==> src/include/ewg_cfg.svh <==
`ifndef EWG_CFG_SVH
`define EWG_CFG_SVH

// Memory-mapped register word addresses.
`define EWG_ADDR_PAGE 16'h001e
`define EWG_ADDR_WSC 16'h0028
`define EWG_ADDR_WCTL 16'h002b

// Field positions in wait_state_counts.
`define EWG_XPA_BIT 15
`define EWG_IO_LSB 12
`define EWG_DHI_LSB 9
`define EWG_DLO_LSB 6
`define EWG_PHI_LSB 3
`define EWG_PLO_LSB 0
`define EWG_FIELD_W 3

// Field position in wait_state_control.
`define EWG_WAIT_MULTIPLIER_BIT_BIT 0

// Reset values.
`define EWG_RST_PAGE 16'h0000
`define EWG_RST_WSC 16'h7fff
`define EWG_RST_WCTL 16'h0000

// Address geometry.
`define EWG_PAGE_W 4
`define EWG_OFS_W 16
`define EWG_XADDR_W 20
`define EWG_OVL_TOP 2'b00

`endif

==> src/include/ewg_pkg.sv <==
package ewg_pkg;

  typedef enum logic [1:0] {
    EWG_SPACE_PROG,
    EWG_SPACE_DATA,
    EWG_SPACE_IO
  } ewg_space_t;

  typedef enum logic {
    EWG_ST_IDLE,
    EWG_ST_CYCLE
  } ewg_state_t;

endpackage

==> src/rtl/ewg_wait_counter.sv <==
`timescale 1ns/100ps
module ewg_wait_counter #(
  parameter int WIDTH = 4
) (
  // Clock and reset.
  input wire logic i_clock,
  input wire logic i_resetn,
  // Control.
  input wire logic i_run,
  input wire logic i_load,
  input wire logic [WIDTH-1:0] i_count,
  // Status.
  output logic o_zero
);

  logic [WIDTH-1:0] count_reg;
  logic [WIDTH-1:0] count_next;
  logic at_zero;

  assign at_zero = (count_reg == '0);

  // With every range at zero waits the counter is frozen at zero, which
  // stands in for stopping its clock.
  always_comb begin
    count_next = count_reg;
    if (!i_run) begin
      count_next = '0;
    end else if (i_load) begin
      count_next = i_count;
    end else if (!at_zero) begin
      count_next = count_reg - WIDTH'(1);
    end
  end

  always_ff @(posedge i_clock or negedge i_resetn) begin
    if (!i_resetn) begin
      count_reg <= '0;
    end else begin
      count_reg <= count_next;
    end
  end

  assign o_zero = at_zero;

endmodule

==> src/rtl/ewg_top.sv <==
`timescale 1ns/100ps
`include "ewg_cfg.svh"

module ewg_top (
  // Clock and reset.
  input wire logic i_clock,
  input wire logic i_resetn,
  // Memory-mapped register port.
  input wire logic i_mmr_wr,
  input wire logic i_mmr_rd,
  input wire logic [15:0] i_mmr_addr,
  input wire logic [15:0] i_mmr_wdata,
  output logic [15:0] o_mmr_rdata,
  // Access request from the core.
  input wire logic i_acc_req,
  input wire ewg_pkg::ewg_space_t i_acc_space,
  input wire logic [15:0] i_acc_addr,
  input wire logic i_acc_wide,
  input wire logic i_acc_far,
  input wire logic [19:0] i_acc_xaddr,
  output logic o_acc_busy,
  output logic o_acc_done,
  output logic o_acc_internal,
  // Memory map state held elsewhere in the core.
  input wire logic i_ram_overlay_bit,
  // External bus.
  input wire logic i_ready,
  output logic o_ext_strobe,
  output ewg_pkg::ewg_space_t o_ext_space,
  output logic [19:0] o_ext_addr
);
  import ewg_pkg::*;

  localparam int FW = `EWG_FIELD_W;
  localparam int CW = FW + 1;

  // Memory-mapped registers and read data.
  logic [15:0] page_reg;
  logic [15:0] page_next;
  logic [15:0] wsc_reg;
  logic [15:0] wsc_next;
  logic [15:0] wctl_reg;
  logic [15:0] wctl_next;
  logic [15:0] rdata_reg;
  logic [15:0] rdata_next;

  // Bus cycle state and the captured access.
  ewg_state_t state_reg;
  ewg_state_t state_next;
  logic strobe_reg;
  logic strobe_next;
  logic done_reg;
  logic done_next;
  logic internal_reg;
  logic internal_next;
  logic [19:0] addr_reg;
  logic [19:0] addr_next;
  ewg_space_t space_reg;
  ewg_space_t space_next;

  // Register decode. Only three word addresses answer; the rest read as
  // zero and ignore writes.
  wire hit_page = (i_mmr_addr == `EWG_ADDR_PAGE);
  wire hit_wsc = (i_mmr_addr == `EWG_ADDR_WSC);
  wire hit_wctl = (i_mmr_addr == `EWG_ADDR_WCTL);
  wire wr_page = i_mmr_wr && hit_page;
  wire wr_wsc = i_mmr_wr && hit_wsc;
  wire wr_wctl = i_mmr_wr && hit_wctl;

  // Wait-count fields, one 3-bit base count per external range. The top
  // bit picks how program addresses share the two program fields.
  wire extended_range_control = wsc_reg[`EWG_XPA_BIT];
  wire [FW-1:0] f_io = wsc_reg[`EWG_IO_LSB +: FW];
  wire [FW-1:0] f_dhi = wsc_reg[`EWG_DHI_LSB +: FW];
  wire [FW-1:0] f_dlo = wsc_reg[`EWG_DLO_LSB +: FW];
  wire [FW-1:0] f_phi = wsc_reg[`EWG_PHI_LSB +: FW];
  wire [FW-1:0] f_plo = wsc_reg[`EWG_PLO_LSB +: FW];
  wire wait_multiplier_bit = wctl_reg[`EWG_WAIT_MULTIPLIER_BIT_BIT];

  // The upper program field counts only while it can be selected, so a
  // stale value there does not keep the counter running.
  wire phi_used = !extended_range_control && (f_phi != '0);
  wire all_zero = (f_io == '0) && (f_dhi == '0) && (f_dlo == '0) &&
                  !phi_used && (f_plo == '0);

  // Program address: wide operations carry all twenty bits, others
  // take the page from the page register.
  wire [`EWG_PAGE_W-1:0] cur_page = page_reg[`EWG_PAGE_W-1:0];
  wire [19:0] prog_addr = i_acc_wide ? i_acc_xaddr :
                          {cur_page, i_acc_addr};
  wire [15:0] prog_ofs = prog_addr[`EWG_OFS_W-1:0];
  wire is_prog = (i_acc_space == EWG_SPACE_PROG);

  // Overlay maps on-chip RAM over the low 16K of each page.
  wire ovl_hit = is_prog && i_ram_overlay_bit &&
                 (prog_ofs[15:14] == `EWG_OVL_TOP);

  // Base count selection per space and range. I/O uses one field for the
  // whole port range; data splits on the top address bit; program splits
  // on the top offset bit only while the extended-range bit is clear.
  wire [FW-1:0] prog_base = (!extended_range_control && prog_ofs[15]) ? f_phi :
                            f_plo;
  wire [FW-1:0] data_base = i_acc_addr[15] ? f_dhi :
                            f_dlo;
  wire [FW-1:0] sel_base = (i_acc_space == EWG_SPACE_IO) ? f_io :
                           (is_prog ? prog_base : data_base);

  // The multiplier bit doubles the base count by a shift, which gives at
  // most fourteen waits from a base of seven.
  wire [CW-1:0] wait_count = wait_multiplier_bit ? {sel_base, 1'b0} :
                             {1'b0, sel_base};

  // Data and I/O addresses leave the four page lines low.
  wire [19:0] ext_addr = is_prog ? prog_addr :
                         {{(20 - `EWG_OFS_W){1'b0}}, i_acc_addr};

  // A request is taken only while idle. An overlay hit is answered from
  // on-chip RAM and never opens a bus cycle.
  wire start = (state_reg == EWG_ST_IDLE) && i_acc_req;
  wire start_ext = start && !ovl_hit;
  wire far_load = start && is_prog && i_acc_far;
  wire cnt_zero;

  // The counter is loaded on the request edge, so the bus cycle lasts one
  // cycle more than the inserted count. With every range at zero it stays
  // frozen at zero, which saves its switching power.
  ewg_wait_counter #(
    .WIDTH(CW)
  ) u_ewg_wait_counter (
    .i_clock(i_clock),
    .i_resetn(i_resetn),
    .i_run(!all_zero),
    .i_load(start_ext),
    .i_count(wait_count),
    .o_zero(cnt_zero)
  );

  // A cycle ends only once the waits are spent and ready is high. A slow
  // device can hold ready low for as long as it needs; the strobe stays up.
  wire cycle_end = (state_reg == EWG_ST_CYCLE) && cnt_zero &&
                   i_ready;

  // Register file. A far operation and a page write in the same cycle
  // cannot both land; the far operation wins, because the program flow
  // must follow the page that it has just selected.
  always_comb begin
    page_next = page_reg;
    if (far_load) begin
      page_next = {{(16 - `EWG_PAGE_W){1'b0}},
                   i_acc_xaddr[19:`EWG_OFS_W]};
    end else if (wr_page) begin
      page_next = {{(16 - `EWG_PAGE_W){1'b0}},
                   i_mmr_wdata[`EWG_PAGE_W-1:0]};
    end
  end

  // Every bit of the wait-count register is writable.
  assign wsc_next = wr_wsc ? i_mmr_wdata : wsc_reg;

  // Reserved control bits ignore writes and read as zero.
  assign wctl_next = wr_wctl ?
                     {15'h0000, i_mmr_wdata[`EWG_WAIT_MULTIPLIER_BIT_BIT]} : wctl_reg;

  // Read data is registered and holds until the next read.
  always_comb begin
    rdata_next = rdata_reg;
    if (i_mmr_rd) begin
      if (hit_page) begin
        rdata_next = page_reg;
      end else if (hit_wsc) begin
        rdata_next = wsc_reg;
      end else if (hit_wctl) begin
        rdata_next = wctl_reg;
      end else begin
        rdata_next = 16'h0000;
      end
    end
  end

  // Page register, cleared by reset.
  always_ff @(posedge i_clock or negedge i_resetn) begin
    if (!i_resetn) begin
      page_reg <= `EWG_RST_PAGE;
    end else begin
      page_reg <= page_next;
    end
  end

  // Wait-count register; reset gives seven waits on every range.
  always_ff @(posedge i_clock or negedge i_resetn) begin
    if (!i_resetn) begin
      wsc_reg <= `EWG_RST_WSC;
    end else begin
      wsc_reg <= wsc_next;
    end
  end

  // Wait-state control register; the multiplier starts cleared.
  always_ff @(posedge i_clock or negedge i_resetn) begin
    if (!i_resetn) begin
      wctl_reg <= `EWG_RST_WCTL;
    end else begin
      wctl_reg <= wctl_next;
    end
  end

  // Read data register.
  always_ff @(posedge i_clock or negedge i_resetn) begin
    if (!i_resetn) begin
      rdata_reg <= 16'h0000;
    end else begin
      rdata_reg <= rdata_next;
    end
  end

  // Bus cycle sequencing. The strobe, space and address are registered
  // together on the request edge and stand until the edge at which the
  // cycle ends; done then pulses for one cycle. A new request may be
  // made in the done cycle.
  always_comb begin
    state_next = state_reg;
    strobe_next = strobe_reg;
    done_next = 1'b0;
    internal_next = 1'b0;
    addr_next = addr_reg;
    space_next = space_reg;
    unique case (state_reg)
      EWG_ST_IDLE: begin
        if (start) begin
          addr_next = ext_addr;
          space_next = i_acc_space;
          if (ovl_hit) begin
            done_next = 1'b1;
            internal_next = 1'b1;
          end else begin
            strobe_next = 1'b1;
            state_next = EWG_ST_CYCLE;
          end
        end
      end
      EWG_ST_CYCLE: begin
        if (cycle_end) begin
          strobe_next = 1'b0;
          done_next = 1'b1;
          state_next = EWG_ST_IDLE;
        end
      end
    endcase
  end

  // Cycle state.
  always_ff @(posedge i_clock or negedge i_resetn) begin
    if (!i_resetn) begin
      state_reg <= EWG_ST_IDLE;
    end else begin
      state_reg <= state_next;
    end
  end

  // Strobe level, up for the whole bus cycle.
  always_ff @(posedge i_clock or negedge i_resetn) begin
    if (!i_resetn) begin
      strobe_reg <= 1'b0;
    end else begin
      strobe_reg <= strobe_next;
    end
  end

  // Done pulse.
  always_ff @(posedge i_clock or negedge i_resetn) begin
    if (!i_resetn) begin
      done_reg <= 1'b0;
    end else begin
      done_reg <= done_next;
    end
  end

  // Overlay hit flag, pulsed together with done.
  always_ff @(posedge i_clock or negedge i_resetn) begin
    if (!i_resetn) begin
      internal_reg <= 1'b0;
    end else begin
      internal_reg <= internal_next;
    end
  end

  // External address. It holds the last address between cycles, but an
  // overlay hit also loads its address while the bus stays idle.
  always_ff @(posedge i_clock or negedge i_resetn) begin
    if (!i_resetn) begin
      addr_reg <= 20'h00000;
    end else begin
      addr_reg <= addr_next;
    end
  end

  // Space of the current cycle.
  always_ff @(posedge i_clock or negedge i_resetn) begin
    if (!i_resetn) begin
      space_reg <= EWG_SPACE_PROG;
    end else begin
      space_reg <= space_next;
    end
  end

  // Register port.
  assign o_mmr_rdata = rdata_reg;

  // Access handshake.
  assign o_acc_busy = (state_reg == EWG_ST_CYCLE);
  assign o_acc_done = done_reg;
  assign o_acc_internal = internal_reg;

  // External bus.
  assign o_ext_strobe = strobe_reg;
  assign o_ext_space = space_reg;
  assign o_ext_addr = addr_reg;

endmodule

==> config.mk <==
export PLATFORM = sky130hd
export DESIGN_NAME = ewg_top
export DESIGN_NICKNAME = d
export VERILOG_FILES = /design/src/include/ewg_pkg.sv /design/src/rtl/ewg_wait_counter.sv /design/src/rtl/ewg_top.sv
export VERILOG_INCLUDE_DIRS = /design/src /design/src/include
export SDC_FILE = /design/constraint.sdc
export NUM_CORES = 1
export LEC_CHECK = 0
export BUFFER_PORTS_ARGS = -buffer_cell sky130_fd_sc_hd__buf_2
export CAP_MARGIN = 20
export CELL_PAD_IN_SITES_DETAIL_PLACEMENT = 1
export CELL_PAD_IN_SITES_GLOBAL_PLACEMENT = 2
export CORE_ASPECT_RATIO = 0.8
export CORE_UTILIZATION = 32
export CTS_CLUSTER_SIZE = 30
export DETAILED_ROUTE_END_ITERATION = 10
export PLACE_DENSITY_LB_ADDON = 0.1
export SYNTH_ARGS = -nofsm -noshare
export SYNTH_HDL_FRONTEND = slang
export SYNTH_SLANG_ARGS = --single-unit
==> constraint.sdc <==
create_clock -name i_clock -period 3.6 [get_ports i_clock]
set_input_delay 0.18 -clock i_clock [delete_from_list [all_inputs] [get_ports i_clock]]
set_output_delay 0.18 -clock i_clock [all_outputs]
set_load 0.05 [all_outputs]
=== Word level (Yosys, flattened, before mapping) ===
Index checks and enable logic that the tools add are counted.

* Flip-flop bits (word level): 79
* Output and inout port bits: 42
* Logic and storage cells: 80

* $add $sub $neg: 1
* Eq/ne operators: 8
* Mux-type cells: 28
* Bitwise logic cells: 1
* Reduce and logical (&&, ||, !) cells: 31

{| class="wikitable"
|+ Operators by type and width
! operator !! number
|-
| 16-bit 2-to-1 mux || 4
|-
| 20-bit 2-to-1 mux || 2
|-
| 16-bit by 6-bit == test with 1-bit output, second input constant || 2
|-
| 1-bit logical AND || 17
|-
| 16-bit by 5-bit == test with 1-bit output, second input constant || 1
|-
| 4-bit 2-to-1 mux || 4
|-
| 3-bit logical NOT || 4
|-
| 3-bit 2-to-1 mux || 4
|-
| 1-bit 2-to-1 mux || 11
|-
| 1-bit case mux with 2 select lines || 3
|-
| 2-bit logical NOT || 2
|-
| 4-bit logical NOT || 1
|-
| 2-bit != test, second input constant || 2
|-
| 4-bit by 1-bit subtractor with 4-bit output, second input constant || 1
|-
| 1-bit logical NOT || 3
|-
| 3-bit != test, second input constant || 1
|-
| 3-bit AND reduction || 1
|-
| 3-bit nonzero test || 1
|-
| 2-bit == test, second input constant || 1
|-
| 2-bit by 1-bit != test with 1-bit output, second input constant || 1
|-
| 2-bit AND reduction || 1
|-
| 2-bit nonzero test || 1
|-
| 1-bit inverter || 1
|}

=== Depth between registers and ports, before layout ===
* Depth in word-level cells: 8
* Gate-level depth with buffers: 7
* Mapped depth without buffers: 7

=== Hierarchy ===
A second synthesis with hierarchy kept.

* Cells, all modules: 291
* Area total of the unflattened synthesis: 3315.7 µm²

{| class="wikitable"
|+ Modules (own cells, without submodules)
! module !! instances !! cells an instance !! area an instance (µm²) !! sequential area each (µm²)
|-
| ewg_top || 1 || 264 || 3064.2 || 1595.3
|-
| ewg_wait_counter || 1 || 27 || 251.5 || 100.1
|}

=== Worst setup path before layout ===
Ideal clock, no wire load.

* Path type: input -> register
* Start: input i_mmr_addr[13]
* End: register wsc_reg[15]
* Library setup time: 0.125 ns
* Arrival: 1.873 ns
* Required time: 3.475 ns
* Path slack: 1.602 ns
* Stages on the path: 7
* Buffers on the path: 2
* Path through: or4_4 > nor4_2 > and4b_1 > buf_6 > nand2_4 > buf_6 > mux2_4

* Cells in the longest elaborated chain, start to end: 2

{| class="wikitable"
|+ RTL lines
! element !! line !! source
|-
| from (decl) || ewg_top.sv:11 || <nowiki>input wire logic [15:0] i_mmr_addr,</nowiki>
|-
| 16-bit by 6-bit == test with 1-bit output (no line) || n/a ||
|-
| 1-bit logical AND || ewg_top.sv:67 || <nowiki>wire wr_wsc = i_mmr_wr && hit_wsc;</nowiki>
|-
| to (signal assigned) || ewg_top.sv:192 || <nowiki>wsc_reg <= `EWG_RST_WSC;</nowiki>
|-
| to (signal assigned) || ewg_top.sv:194 || <nowiki>wsc_reg <= wsc_next;</nowiki>
|-
| to (decl) || ewg_top.sv:40 || <nowiki>logic [15:0] wsc_reg;</nowiki>
|}

No other way between the ends.
A chain may end at the register's enable or synchronous reset.

=== Worst setup path in the final report ===
Same ends and word-level chain as after synthesis.

==> results_dict.tcl <==
set metrics [dict create \
    initial_core_util_pct 33.4 \
    ff2ff_setup_slack_ns 1.85 \
    vias 2657 \
    fin_crit_sh_pct 63.9 \
    fillerInstances 1155 \
    clkSinkCount 67 \
    wl_per_cell_um 15.2 \
    async_reset_ff_share_pct 100 \
    crit_path_max_fanout 17 \
    antenna_found_initial 0 \
    synth-seq-cells 67 \
    path_clk_slew_ns 0.06 \
    place.port_buffers 120 \
    insertion_delay_ns 0.32 \
    maxSlewViolCount 0 \
    gp_congestion 0.678 \
    relSlewSlack_pct 38.6 \
    root_buffer "clkbuf_16" \
    htree_levels 3 \
    die_area_mm2 0.0106 \
    post-route-min-period_ns 2.30 \
    cap_viol_max_count 0 \
    worst-setup-path-type "in2reg" \
    p_leak_nw 2.07 \
    min-delay-start "i_mmr_wdata[9]" \
    clock_path_buffers 2 \
    synth_ff_type "dfrtp_1" \
    fin_tns_setup_ns 0 \
    fp-row-count 32 \
    grt_pass1_wl_um 14100 \
    cp_data_required_time_ns 3.81 \
    synth_cells 306 \
    die_h_um 92.3 \
    yosysWarnings 0 \
    cp-end-kind "flip-flop" \
    cts_tree "yes" \
    r2r-start "u_ewg_wait_counter.count_reg[0]" \
    hp-class "in2reg" \
    grt.overflow.total 0 \
    grt_max_degree 41 \
    min_to "wsc_reg[9]" \
    status "finished clean" \
    setup_viol 0 \
    drc_errors 0 \
    drive_gt1_share_pct 41.6 \
    arrival_ns 2.51 \
    worst-slew-pin-transition_ns 0.922 \
    dpl-instance-area_mm2 0.00398 \
    syn_to_final_growth_pct 31.1 \
    numCtsBuffers 9 \
    io_pins 121 \
    syn-num-nets 387 \
    clock_skew_ns 0.00674 \
    cp-start-kind "input pin" \
    post-route-cell-area_mm2 0.00428 \
    rr_endpoint "u_ewg_wait_counter.count_reg[1]" \
    grt_usage_pct 17.4 \
    die_w_um 115 \
    viasPerCell 4.69 \
    synth.avg_cell_area_um2 10.7 \
    power_density_mw_per_mm2 508 \
    netlist_area_mm2 0.00326 \
    largest_reg_flops 20 \
    ant_nets 0 \
    peakVddDrop_mv 0.180 \
    n_antenna_cell 0 \
    clock.fmax_mhz 435 \
    drt-initial-drc-count 78 \
    rsz0062_at_grt "no" \
    ys_seq_area_share_pct 52.0 \
    nets 506 \
    worst_r2r_path_depth 6 \
    synth_edf_count 0 \
    whs_path_depth 2 \
    drt-total-wl_um 8600 \
    drt_first_pass_iters 4 \
    core_mm2 0.00977 \
    grt_pass1_vias 2705 \
    dp_hpwl_um 6590 \
    yosys.cell_types.count 45 \
    hold_violations 0 \
]
-- cells in the mapped netlist (all sizes together), types with 3 or more instances --
library cell	instances	share of area [%]
inv	15	1.7
a22oi	4	0.92
a31oi	3	0.58
nor4	5	1.2
clkbuf	11	1.3
nand3b	4	0.92
dfrtp	52	40
o21ai	39	6.0
dfstp	15	12
nand2	38	4.6
mux2	19	7.7
nor2	9	1.0
nand3	16	2.5
and2	3	0.58
buf	5	1.1
mux2i	30	9.2
a21oi	8	1.2
-- routing by layer --
layer | vias up | track usage (%) | wire, um
li1 | 1324 | - | -
met2 | 77 | 25.8 | 3710
met4 | 0 | 3.68 | 31
met1 | 1254 | 25.2 | 4430
met3 | 2 | 4.82 | 418
met5 | - | 0 | 0
-- critical path, stage by stage --
cell and delay, ns:
buf_2 0.09, or4_4 0.53, nor4_2 0.35, and4b_1 0.69, nand2_4 0.30, mux2_4 0.36
-- layout make-up --
cell class / count / area [um^2] / area share [%]
timing repair buffer: 124 / 633 / 14.8
inverter: 15 / 56.3 / 1.32
tap: 136 / 170 / 3.98
clock buffer: 11 / 253 / 5.91
clock inverter: 5 / 36.3 / 0.849
sequential: 67 / 1700 / 39.7
multi-input combinational: 208 / 1430 / 33.5
-- worst max-delay path by stage --
stage | slack, ns | depth (start not counted) | to | from
final | 1.30 | 6 | wsc_reg[15] | i_mmr_addr[13]
after global routing | 1.15 | 6 | wsc_reg[15] | i_mmr_addr[13]
after CTS | 1.27 | 6 | wsc_reg[15] | i_mmr_addr[13]
after detailed placement | 0.91 | 6 | wsc_reg[15] | i_mmr_addr[13]
after global placement | 1.04 | 6 | wsc_reg[15] | i_mmr_addr[13]
after floorplan | 1.60 | 7 | wsc_reg[15] | i_mmr_addr[13]
-- kinds of logic after synthesis --
family,Yosys count,synth area share (%)
xor+xnor,1,0.269
mux,49,16.9
compound gates,63,11.0
simple gates,93,14.9
fa+ha+maj,2,0.767
buf+inv,31,4.11
flops,67,52.0
-- cell usage in the layout, fill, tap and decap left out, drive strengths merged, types with 2 or more instances in the layout --
cell type	instances
mux2i	30
nor4	5
dfstp	15
a22oi	4
o21ai	39
o2bb2ai	2
clkinvlp	3
nand2b	2
and2	3
nand2	38
mux2	19
and4b	2
inv	16
nor3	2
ha	2
a21oi	8
clkbuf	11
nand3b	4
buf	123
a31oi	3
or4	2
dfrtp	52
a211oi	2
nand3	16
nor2	9
or3b	2
-- per-stage QoR --
stage	util (%)	hold WS, ns	power (mW)	worst slack [ns]	instances
4_1_cts	43.8	0.0766	2.21	1.27	566
2_1_floorplan	-	-0.116	1.19	1.60	306
3_3_place_gp	40.7	0.316	1.35	1.04	549
5_1_grt	43.8	0.0684	2.29	1.15	566
6_report	43.8	0.0873	2.17	1.30	566
3_5_place_dp	40.7	0.329	1.36	0.909	549
-- where the power goes --
part	switching [mW]	internal, mW	total, mW
combinational	0.349	0.124	0.473
clock	0.326	0.504	0.830
sequential	0.0427	0.825	0.868
total	0.717	1.45	2.17
-- timing repair --
| item | CTS | global route |
|---|---|---|
| hold buffers | 1 | 0 |
| setup buffers | 0 | 0 |
| endpoints found under the hold margin | 24 | 0 |
| resized for setup | 0 | 0 |
No activity file was read; power rests on OpenSTA's default activity.
